### src/core/bspnc_pkg.sv
package bspnc_pkg;

  localparam int unsigned CLK_PERIOD_NS = 20;
  // NMI base tick and pulse width
  localparam int unsigned NMI_TICK_NS   = 1000;
  localparam int unsigned NMI_TICK_CYC  = NMI_TICK_NS / CLK_PERIOD_NS;
  localparam int unsigned NMI_PULSE_NS  = 200;
  localparam int unsigned NMI_PULSE_CYC = NMI_PULSE_NS / CLK_PERIOD_NS;
  // led half period while blinking
  localparam int unsigned LED_HALF_MS   = 250;
  localparam int unsigned LED_HALF_CYC  = LED_HALF_MS * 1000000 / CLK_PERIOD_NS;

  localparam logic [9:0] ADDR_BOARD_STATUS   = 10'h234;
  localparam logic [9:0] ADDR_SUPPLY_CONTROL = 10'h235;
  localparam logic [9:0] ADDR_NMI_LOW        = 10'h237;
  localparam logic [9:0] ADDR_NMI_HIGH       = 10'h238;

  localparam int unsigned STAT_MAINS_BIT   = 0;
  localparam int unsigned STAT_BATT_BIT    = 1;
  localparam int unsigned STAT_WARN_BIT    = 2;
  localparam int unsigned STAT_RUN_BIT     = 3;
  localparam int unsigned STAT_UPDATE_BIT  = 4;
  localparam int unsigned SUPPLY_OFF_BIT   = 0;

  localparam logic [15:0] NMI_INTERVAL_RST = 16'h0000;
  localparam logic        SUPPLY_OFF_RST   = 1'b0;
  localparam logic [7:0]  RDATA_RST        = 8'h00;

  typedef struct packed {
    logic [9:0] addr;
    logic [7:0] wdata;
    logic       wr;
    logic       rd;
  } bspnc_io_req_type;

  typedef struct packed {
    logic isa_jumper;
    logic high_intensity;
    logic reset_key;
    logic accu_warn;
    logic batt_low;
    logic mains_good;
    logic update_sw;
    logic run_sw;
  } bspnc_pins_type;

endpackage

### src/core/bspnc_top.sv
`timescale 1ns/100ps
`default_nettype none
module bspnc_top #(
  parameter int unsigned LED_HALF_CYCLES = bspnc_pkg::LED_HALF_CYC
) (
  input  wire logic                        sys_clk_i,
  input  wire logic                        rst_i,
  input  wire bspnc_pkg::bspnc_io_req_type io_req_i,
  input  wire bspnc_pkg::bspnc_pins_type   pins_i,
  output logic [7:0]                       io_rdata_o,
  output logic                             supply_off_line_o,
  output logic                             local_nmi_o,
  output logic                             isa_nmi_o,
  output logic                             local_cpu_reset_o,
  output logic                             tx_led_o
);

  typedef struct packed {
    bspnc_pkg::bspnc_pins_type s1;
    bspnc_pkg::bspnc_pins_type s2;
    bspnc_pkg::bspnc_pins_type s3;
    bspnc_pkg::bspnc_pins_type filt;
    logic [7:0]                rdata;
    logic                      supply_off;
    logic [15:0]               interval;
    logic [15:0]               tick_cnt;
    logic [15:0]               period_cnt;
    logic [15:0]               pulse_left;
    logic                      nmi;
    logic                      isa_nmi;
    logic                      cpu_reset;
    logic [31:0]               led_cnt;
    logic                      led;
  } bspnc_state_type;

  bspnc_state_type r;
  bspnc_state_type next_r;
  logic            fire;
  logic            hit_status;
  logic            hit_supply;
  logic            hit_lo;
  logic            hit_hi;

  function automatic logic io_hit(input logic [9:0] addr, input logic [9:0] target,
                                  input logic strobe);
    io_hit = strobe && (addr == target);
  endfunction

  function automatic logic [7:0] status_byte(input bspnc_pkg::bspnc_pins_type p);
    logic [7:0] s;
    s = 8'h00;
    s[bspnc_pkg::STAT_MAINS_BIT]  = p.mains_good;
    s[bspnc_pkg::STAT_BATT_BIT]   = p.batt_low;
    s[bspnc_pkg::STAT_WARN_BIT]   = p.accu_warn;
    s[bspnc_pkg::STAT_RUN_BIT]    = p.run_sw;
    s[bspnc_pkg::STAT_UPDATE_BIT] = p.update_sw;
    status_byte = s;
  endfunction

  always_comb begin
    next_r = r;
    fire   = 1'b0;
    hit_status = io_hit(io_req_i.addr, bspnc_pkg::ADDR_BOARD_STATUS, io_req_i.rd);
    hit_supply = io_hit(io_req_i.addr, bspnc_pkg::ADDR_SUPPLY_CONTROL, io_req_i.wr);
    hit_lo     = io_hit(io_req_i.addr, bspnc_pkg::ADDR_NMI_LOW, io_req_i.wr);
    hit_hi     = io_hit(io_req_i.addr, bspnc_pkg::ADDR_NMI_HIGH, io_req_i.wr);

    // three stages; a change is taken once the last two agree
    next_r.s1   = pins_i;
    next_r.s2   = r.s1;
    next_r.s3   = r.s2;
    next_r.filt = bspnc_pkg::bspnc_pins_type'((r.s3 & ~(r.s2 ^ r.s3)) |
                                              (r.filt & (r.s2 ^ r.s3)));

    // write-only registers and unmapped addresses read as zero
    next_r.rdata = hit_status ? status_byte(r.filt) : 8'h00;

    // supply off only on software command, after its save is done
    if (hit_supply) begin
      next_r.supply_off = io_req_i.wdata[bspnc_pkg::SUPPLY_OFF_BIT];
    end

    // key drives the local cpu reset only; no host bus reset output exists
    next_r.cpu_reset = r.filt.reset_key;

    // base tick counter, reloaded on every interval write
    if (hit_lo || hit_hi) begin
      if (hit_lo) begin
        next_r.interval[7:0] = io_req_i.wdata;
      end
      if (hit_hi) begin
        next_r.interval[15:8] = io_req_i.wdata;
      end
      next_r.tick_cnt   = 16'h0000;
      next_r.period_cnt = 16'h0000;
    end else if (r.interval == 16'h0000) begin
      next_r.tick_cnt   = 16'h0000;
      next_r.period_cnt = 16'h0000;
    end else if (r.tick_cnt == 16'(bspnc_pkg::NMI_TICK_CYC - 1)) begin
      next_r.tick_cnt = 16'h0000;
      if (r.period_cnt == r.interval - 16'h0001) begin
        next_r.period_cnt = 16'h0000;
        fire              = 1'b1;
      end else begin
        next_r.period_cnt = r.period_cnt + 16'h0001;
      end
    end else begin
      next_r.tick_cnt = r.tick_cnt + 16'h0001;
    end

    // fixed width pulse, shorter than one base tick so pulses never merge
    if (fire) begin
      next_r.nmi        = 1'b1;
      next_r.pulse_left = 16'(bspnc_pkg::NMI_PULSE_CYC - 1);
    end else if (r.pulse_left != 16'h0000) begin
      next_r.pulse_left = r.pulse_left - 16'h0001;
    end else begin
      next_r.nmi = 1'b0;
    end
    next_r.isa_nmi = next_r.nmi && r.filt.isa_jumper;

    // led blinks at high intensity, held dark otherwise
    if (!r.filt.high_intensity) begin
      next_r.led_cnt = 32'h00000000;
      next_r.led     = 1'b0;
    end else if (r.led_cnt == LED_HALF_CYCLES - 1) begin
      next_r.led_cnt = 32'h00000000;
      next_r.led     = ~r.led;
    end else begin
      next_r.led_cnt = r.led_cnt + 32'h00000001;
    end
  end

  always_ff @(posedge sys_clk_i or posedge rst_i) begin
    if (rst_i) begin
      r            <= '0;
      r.rdata      <= bspnc_pkg::RDATA_RST;
      r.supply_off <= bspnc_pkg::SUPPLY_OFF_RST;
      r.interval   <= bspnc_pkg::NMI_INTERVAL_RST;
      r.cpu_reset  <= 1'b1;
    end else begin
      r <= next_r;
    end
  end

  assign io_rdata_o        = r.rdata;
  assign supply_off_line_o = r.supply_off;
  assign local_nmi_o       = r.nmi;
  assign isa_nmi_o         = r.isa_nmi;
  assign local_cpu_reset_o = r.cpu_reset;
  assign tx_led_o          = r.led;

  // helper: cycles between successive NMI starts
  logic [21:0] gap;
  logic        gap_ok;
  always_ff @(posedge sys_clk_i or posedge rst_i) begin
    if (rst_i) begin
      gap    <= 22'h000000;
      gap_ok <= 1'b0;
    end else begin
      gap    <= fire ? 22'h000001 : gap + 22'h000001;
      gap_ok <= (hit_lo || hit_hi) ? 1'b0 : (fire ? 1'b1 : gap_ok);
    end
  end

  // helper: length of the running nmi pulse, kept short of a long repetition
  logic [7:0]  nmi_len;
  always_ff @(posedge sys_clk_i or posedge rst_i) begin
    if (rst_i) begin
      nmi_len <= 8'h00;
    end else begin
      nmi_len <= local_nmi_o ? nmi_len + 8'h01 : 8'h00;
    end
  end
endmodule
`default_nettype wire

### config.mk
export PLATFORM = sky130hd
export DESIGN_NAME = bspnc_top
export DESIGN_NICKNAME = d
export VERILOG_FILES = /design/src/core/bspnc_pkg.sv /design/src/core/bspnc_top.sv
export SDC_FILE = /design/constraint.sdc
export NUM_CORES = 1
export LEC_CHECK = 0
export BUFFER_PORTS_ARGS = -buffer_cell sky130_fd_sc_hd__buf_2
export CORE_MARGIN = 3
export CORE_UTILIZATION = 60
export DETAILED_ROUTE_END_ITERATION = 10
export GPL_TIMING_DRIVEN = 0
export PLACE_DENSITY_LB_ADDON = 0.1
export SYNTH_ARGS = -nofsm -noshare
export SYNTH_HDL_FRONTEND = slang
export SYNTH_SLANG_ARGS = --single-unit
### constraint.sdc
create_clock -name sys_clk_i -period 7.2 [get_ports sys_clk_i]
set_clock_uncertainty 0.1 [all_clocks]
set_input_delay 2.16 -clock sys_clk_i [delete_from_list [all_inputs] [get_ports sys_clk_i]]
set_output_delay 2.16 -clock sys_clk_i [all_outputs]
set_load 0.1 [all_outputs]
==> results.cfg, run 1 <==
[hold_path]
hold_class = register to register
min_from = next_r[125]

[clocking]
cts.root.buffer_cell = clkbuf_8
htree_levels = 4
tritoncts = yes
clockBufferDepth = 2
clock-sinks = 138
clk_pin_slew_ns = 0.06
cts.hold.buffers_added = 0
cts_resized = 0
cts-buffers-inserted = 17
postCtsSetupBuffers = 0
insertion_delay_ns = 0.52

[logic_synthesis]
synth_top_area_share_pct = 52.4
synth_xor_xnor_area_share_pct = 10.3
synth_warnings = 0
ys_top_cells_by_area = dfrtp_1, xor2_1, nor2_1, xnor2_1, mux2_2
ys_seq_area_share_pct = 52.8
netlist-cell-type-count = 58
synth_fa_ha_area_share_pct = 2.37
synth_area_um2 = 6540
synthMuxAreaShare_pct = 3.23
ys_seq_elements = 138
syn_area_per_cell_um2 = 10.5
synth-edff-count = 0
synth_compound_area_share_pct = 5.78
async_flop_share_pct = 100
synth_top_family_by_area = simple AND/OR/NAND/NOR gates
synth_area_leader_cell = dfrtp_1
yosys.area_share.simple_pct = 22.3
synth_flop_cell = dfrtp_1
syn_inst = 621

[global_routing]
grt_max_degree = 86
grt_usage_pct = 21.8
gr-total-overflow = 0
grt_pass1_vias = 4772
grt_pass1_wl_mm = 22.0
antenna_found_initial = 0

[critical_path]
crit_start = io_req_i[17]
worstPathRequired_ns = 7.51
r2r-end = r[64]
endpoint_kind = register
r2r_cells = 11
worstPathArrival_ns = 4.19
cp_max_fo = 10
r2r_start = r[84]
worstSetupPathType = input pin to register
reg2reg_slack_ns = 3.78
cp-start-kind = input pin
endpoint = r[76]

[timing]
slew_viol_final = 0
finalCriticalPeriod_ns = 3.89
fmax_ghz = 0.257
finalSetupViolCount = 0
worst_pin_slew_ns = 0.826
slew-limit-headroom_pct = 44.5
final_hold_viol_count = 0
rsz0062_at_grt = no
min_period_over_period_pct = 54.0
whs_ns = 0.249

[cells_and_area]
fin_util_pct = 71.9
instances_no_fill = 830
final_cell_mix = dfrtp_1, nor2_1, nand2_1, xor2_1, buf_2
syn_to_final_growth_pct = 15.0
drive_gt1_share_pct = 16.7
fin_nets = 718
diodes = 0
mostFrequentLayoutCell = dfrtp_1

[route]
drt.antenna.violating_nets = 0
met2_length_mm = 6.08
wl_per_cell_um = 14.9
wl_mm = 12.3
top_layer_used = met4
drc = 0
drt_iter0_drc = 287
met3_wirelength_um = 448
viasPerCell = 5.57
wl_met1_mm = 5.58
dr.pass1.iters = 4
vias = 4622

[die]
dieArea_um2 = 12200
num_rows = 37
die_y_um = 110
io_pins = 43
die_w_um = 110
start_util_pct = 62.5
core_um2 = 10500

[pwr]
p_leak_nw = 3.41
powerDensity_nw_per_um2 = 233
irDropWorstVdd_uv = 259

[placed_design]
portBuffers = 39
hpwlAfterDp_mm = 8.49
place_congestion = 0.815
placedCellCount = 799

[job]
cap_violations = 0

[outcome]
status = completed
stage by stage:
| step | area, µm² | total power [mW] | TNS [ns] | setup slack (ns) |
|---|---|---|---|---|
| after detailed placement | 6950 | 0.929 | 0 | 2.76 |
| after global placement | 6920 | 0.923 | -11.06 | -0.0902 |
| after CTS | 7520 | 1.77 | 0 | 3.32 |
| after global routing | 7520 | 1.82 | 0 | 3.18 |
| after floorplan | 6550 | 0.896 | 0 | 1.25 |
| final | 7520 | 1.75 | 0 | 3.31 |
registers in the layout, indices dropped and copies added (netlist names), named ones only:
name,flops
local_nmi_o,1
supply_off_line_o,1
io_rdata_o,5
tx_led_o,1
local_cpu_reset_o,1
r,104
next_r,16
isa_nmi_o,1
kinds of logic (layout without fill, tap and decap cells):
group,count (synthesis),after routing
compound gates,54,54
xor+xnor,77,77
fa+ha+maj,14,14
buf+inv,34,105
flops,138,138
mux,19,19
other cells,1,3
simple gates,284,284
critical path, cell delays in order:
cell and delay (ns):
buf_2 0.09, nor4bb_1 0.40, and4b_1 0.30, o21ai_0 0.13, o31ai_1 0.25, nand2b_1 0.28
buf_2 0.26, buf_2 0.26, nor2_1 0.07
cell type report:
class / count / area [µm²]
buffer: 22 / 161
clock buffer: 19 / 422
clock inverter: 12 / 151
fill: 777 / 2940
inverter: 12 / 50.0
multi-input combinational: 451 / 2890
sequential: 138 / 3450
tap: 136 / 170
timing repair buffer: 40 / 223
how the worst min path moves through the flow:
stage,end,slack (ns),cells past startpoint
after CTS,next_r[124],0.25,0
after global routing,next_r[117],0.26,0
final,next_r[117],0.25,0
after floorplan,next_r[117],0.23,0
after global placement,next_r[119],0.23,0
after detailed placement,next_r[118],0.24,0
Yosys cell counts (all sizes together) (2+ instances only):
library cell    n
and4b           2
and3            9
xor2           50
o22ai           2
mux2i           2
nand2b          3
clkbuf          6
nor2b          10
nor2           94
nor4           13
nor4bb          2
or3             8
nor3b           3
inv            12
a211oi          2
xnor2          27
and2           10
mux2           17
and4            4
or2             2
a211o           5
nor3           21
ha              6
o31ai           2
o211ai          3
a21oi           9
a31oi           5
buf            16
dfrtp         137
o21ai          14
a21o            5
nand2          50
nor4b           6
maj3            8
nand3          34
nand4          10
power by group:
part           switching, mW  internal (mW)
clock network          0.316          0.524
logic                 0.0736         0.0341
registers             0.0125          0.794
total                  0.402           1.35
layer usage:
layer | GRT usage [%] | up-vias
li1 | - | 2261
met1 | 27.8 | 2248
met2 | 36.1 | 91
met3 | 4.99 | 22
met4 | 8.54 | 0
met5 | 0 | -
Power figures use the tool's default switching activity.
==> run 2, diff against run 1 <==
==> constraint.sdc (replaced) <==
create_clock -name sys_clk_i -period 3.8 [get_ports sys_clk_i]
set_clock_uncertainty 0.1 [all_clocks]
set_input_delay 1.14 -clock sys_clk_i [delete_from_list [all_inputs] [get_ports sys_clk_i]]
set_output_delay 1.14 -clock sys_clk_i [all_outputs]
set_load 0.1 [all_outputs]
==> results.cfg, run 2 (synthesis gave the netlist of run 1 again) <==
[critical_path]
worstSetupPathType = register to register
endpoint_kind = register
worstPathRequired_ns = 4.11
cp-start-kind = register
cp_max_fo = 10
worstPathArrival_ns = 3.69

[job]
cap_violations = 0

[route]
drt_iter0_drc = 213
vias = 4623
wl_mm = 12.3
viasPerCell = 5.55
dr.pass1.iters = 5
drc = 0
wl_per_cell_um = 14.7
drt.antenna.violating_nets = 0

[pwr]
p_sw_mw = 0.852
p_leak_nw = 3.41
clockPowerShare_pct = 46.7
pwr-share-seq_pct = 46.9
power_switching_share_pct = 26.2
p_int_mw = 2.40
p_comb_share_pct = 6.4
p_total_mw = 3.25
irDropWorstVdd_uv = 443
powerDensity_nw_per_um2 = 432

[placed_design]
place_area_um2 = 6980
place_congestion = 0.809
portBuffers = 39
pre_cts_slack_ns = 0.376
hpwlAfterDp_mm = 8.65

[clocking]
cts.root.buffer_cell = clkbuf_8
cts.hold.buffers_added = 0
postCtsSetupBuffers = 0
clk_pin_slew_ns = 0.06
cts-buffers-inserted = 17
clockBufferDepth = 2
insertion_delay_ns = 0.53
htree_levels = 4
clock-sinks = 138
tritoncts = yes
cts_resized = 0

[die]
io_pins = 43
start_util_pct = 62.5
core_um2 = 10500
dieArea_um2 = 12200
num_rows = 37
die_w_um = 110
die_y_um = 110

[timing]
slew_viol_final = 0
finalCriticalPeriod_ns = 3.37
worst_pin_slew_ns = 0.819
setup_tns_ns = 0
rsz0062_at_grt = no
final_hold_viol_count = 0
finalSetupViolCount = 0
fmax_ghz = 0.296
min_period_over_period_pct = 88.8
setup_slack_ns = 0.427
slew-limit-headroom_pct = 45.0

[cells_and_area]
largest_reg_flops = 104
drive_gt1_share_pct = 17.2
final_cell_mix = dfrtp_1, nor2_1, nand2_1, xor2_1, buf_2
syn_to_final_growth_pct = 15.0
diodes = 0
mostFrequentLayoutCell = dfrtp_1
finalInstanceArea_um2 = 7520
fin_nets = 720
regMostFlops = r
fill_cells = 779

[global_routing]
gr-total-overflow = 0
grt_pass1_wl_mm = 21.9
antenna_found_initial = 0
grt_max_degree = 44
grt_usage_pct = 21.8
grt_pass1_vias = 4834

[outcome]
status = completed

[hold_path]
hold_class = register to register
-- run 2: worst max-delay path, cell delays in order (launching register included) --
cell and delay, ns:
dfrtp_1 0.45, inv_1 0.09, ha_1 0.27, nor4b_4 0.45
nand3_1 0.16, xnor2_1 0.16, nor4b_1 0.41, nand3_1 0.23
o31ai_4 0.44, buf_6 0.19, nor2_1 0.05, a211o_1 0.26
-- run 2: final timing paths --
check                            startpoint           to  slack (ns)  cells past startpoint
worst max-delay path                  r[84]        r[64]        0.43                     11
worst min register to register  next_r[132]  next_r[124]        0.25                      0
worst min-delay path            next_r[132]  next_r[124]        0.25                      0
min in group asynchronous             rst_i        r[83]        0.62                      2
worst max register to register        r[84]        r[64]        0.43                     11
max in group asynchronous             rst_i         r[3]        2.09                      4
-- run 2: layer usage --
metal / wire (µm) / global-route usage, % / part of all wire, % / vias to the layer above
met3: 364 / 5.42 / 3.0 / 16
met5: 0 / 0 / 0 / -
met2: 6250 / 36.9 / 51 / 65
li1: - / - / - / 2271
met4: 158 / 7.64 / 1.3 / 0
met1: 5480 / 27.2 / 45 / 2271
-- run 2: through the flow --
stage               hold slack [ns]  cells  utilization [%]
floorplan                     0.231    623                -
global placement              0.234    798             66.1
detailed placement            0.238    801             66.7
CTS                           0.251    833             71.9
global route                  0.258    833             71.9
finish                        0.249    833             71.9
-- run 2: layout make-up --
type / instances / area (µm²) / share of cell area (%)
plain buffers: 22 / 161 / 2.14
clock buffers: 18 / 418 / 5.55
clock inverters: 14 / 128 / 1.70
inverters: 12 / 48.8 / 0.648
multi-input cells: 451 / 2890 / 38.4
flip-flops and latches: 138 / 3450 / 45.9
well taps: 136 / 170 / 2.26
repair buffers: 42 / 255 / 3.39
-- run 2: power groups by stage --
stage	clock network, mW	logic [mW]	registers [mW]
3_5_place_dp	0	0.209	1.55
3_3_place_gp	0	0.196	1.55
6_report	1.52	0.207	1.53
5_1_grt	1.63	0.231	1.53
4_1_cts	1.55	0.210	1.53
2_1_floorplan	0	0.132	1.57
==> run 3, diff against run 2 <==
--- a/config.mk
+++ b/config.mk
@@ -7,10 +7,11 @@
 export LEC_CHECK = 0
 export BUFFER_PORTS_ARGS = -buffer_cell sky130_fd_sc_hd__buf_2
 export CORE_MARGIN = 3
-export CORE_UTILIZATION = 60
+export CORE_UTILIZATION = 55
 export DETAILED_ROUTE_END_ITERATION = 10
 export GPL_TIMING_DRIVEN = 0
 export PLACE_DENSITY_LB_ADDON = 0.1
+export SLEW_MARGIN = 0
 export SYNTH_ARGS = -nofsm -noshare
 export SYNTH_HDL_FRONTEND = slang
 export SYNTH_SLANG_ARGS = --single-unit
==> constraint.sdc (replaced) <==
create_clock -name sys_clk_i -period 2.9 [get_ports sys_clk_i]
set_clock_uncertainty 0.1 [all_clocks]
set_input_delay 0.87 -clock sys_clk_i [delete_from_list [all_inputs] [get_ports sys_clk_i]]
set_output_delay 0.87 -clock sys_clk_i [all_outputs]
set_load 0.1 [all_outputs]
==> results.cfg, run 3 (synthesis gave the netlist of run 1 again) <==
[clocking]
cts.root.buffer_cell = clkbuf_16
insertion_delay_ns = 0.42
tritoncts = yes
clk_pin_slew_ns = 0.06
cts-buffers-inserted = 17
htree_levels = 4
clockBufferDepth = 2
clock-sinks = 138

[critical_path]
path_cells = buf_6 > or3_1 > or3_4 > nor2_2 > xnor2_1 > nand3_1 > buf_4 > o31ai_4 > buf_6 > buf_8 > nor2_1 > a211o_1
worstSetupPathType = register to register
slowest_delay_ns = 0.40
worstPathArrival_ns = 3.04
cp_common_cell = buf_6
endpoint_kind = register
crit_start = r[92]
cp-start-kind = register
slowest_stage = or3_1
cp_max_fo = 10
worstPathRequired_ns = 3.10
crit_buf_inv = 4
r2r_start = r[92]
cpLargestDelayFamily = simple AND/OR/NAND/NOR gates

[timing]
slew-limit-headroom_pct = 49.9
min_period_over_period_pct = 97.9
fmax_ghz = 0.352
whs_ns = 0.249
finalCriticalPeriod_ns = 2.84
final_hold_viol_count = 0
worst_pin_slew_ns = 0.745
slew_viol_final = 0
rsz0062_at_grt = yes
finalSetupViolCount = 0

[cells_and_area]
syn_to_final_growth_pct = 19.4
fin_util_pct = 67.8
final_cell_mix = dfrtp_1, nor2_1, nand2_1, xor2_1, buf_2
fin_nets = 733
instances_no_fill = 853
regMostFlops = r
diodes = 0
mostFrequentLayoutCell = dfrtp_1
drive_gt1_share_pct = 20.6
largest_reg_flops = 104

[route]
wl_per_cell_um = 15.0
dr.pass1.iters = 4
viasPerCell = 5.50
vias = 4693
drt_iter0_drc = 204
wl_mm = 12.8
drt.antenna.violating_nets = 0
drc = 0

[placed_design]
placedCellCount = 809
place_congestion = 0.889
hpwlAfterDp_mm = 8.81
portBuffers = 39

[global_routing]
grt_max_degree = 39
grt_pass1_vias = 4794
gr-total-overflow = 0
grt_usage_pct = 21.0
grt_pass1_wl_mm = 21.9
antenna_found_initial = 0

[die]
io_pins = 43
core_um2 = 11500
dieArea_um2 = 13200
num_rows = 39
start_util_pct = 56.8
die_y_um = 115
die_w_um = 115

[hold_path]
hold_class = register to register
min_from = next_r[125]

[job]
cap_violations = 0

[pwr]
powerDensity_nw_per_um2 = 571
p_total_mw = 4.46
p_leak_nw = 3.54
irDropWorstVdd_uv = 522

[outcome]
status = completed
## run 3: cell count changes in the layout (fill, tap and decap cells not counted), moves of 2 or more
cell	previous run	this run
inv_8	3	0
nor2_2	0	2
nor2_1	92	90
buf_4	8	18
inv_6	6	4
nor4b_1	5	3
bufinv_16	0	2
buf_16	0	2
buf_8	0	3
## run 3: what timing repair did
item / 4_1_cts / 5_1_grt
setup endpoints to repair: 44 / 32
pin swaps: 3 / 5
buffers inserted: 8 / 4
hold buffers: 0 / 0
resized for setup: 3 / 19
## run 3: area by class of cell
type	count	area [µm²]
buffer	22	173
clock buffer	21	460
clock inverter	11	135
fill	863	3700
inverter	12	48.8
multi-input combinational	451	2970
sequential	138	3450
tap	143	179
timing repair buffer	55	388
## run 3: worst reg2reg max path, stage by stage, from the launching register on
cell,delay (ns)
dfrtp_1,0.39
buf_6,0.15
or3_1,0.40
or3_4,0.36
nor2_2,0.14
xnor2_1,0.13
nand3_1,0.12
buf_4,0.17
o31ai_4,0.22
buf_6,0.14
buf_8,0.11
nor2_1,0.05
a211o_1,0.25
## run 3: metal layers
layer	vias up	global-route usage, %	routed length (µm)
met5	-	0	0
met4	0	8.45	289
met3	26	4.74	436
met2	87	34.4	6280
met1	2290	27.4	5800
li1	2290	-	-
## run 3: where the power goes
| part | internal [mW] | switching, mW |
|---|---|---|
| combinational | 0.104 | 0.191 |
| clock | 1.32 | 0.834 |
| sequential | 1.97 | 0.0319 |
| total | 3.40 | 1.06 |
## run 3: path summary, 6_finish.rpt
kind | cells after the start | slack, ns | to
min in group asynchronous | 2 | 0.42 | next_r[127]
min | 0 | 0.25 | next_r[117]
min reg2reg | 0 | 0.25 | next_r[117]
max reg2reg | 12 | 0.06 | r[64]
max in group asynchronous | 4 | 1.56 | next_r[124]
max | 12 | 0.06 | r[64]
## run 3: metrics by stage
| stage | worst slack, ns | cell area, µm² | TNS [ns] |
|---|---|---|---|
| floorplan | 0.158 | 6550 | 0 |
| global route | -0.0254 | 7810 | -0.148 |
| global placement | -0.559 | 6930 | -88.74 |
| detailed placement | -0.563 | 7020 | -16.96 |
| finish | 0.0604 | 7810 | 0 |
| CTS | 0.0298 | 7700 | 0 |
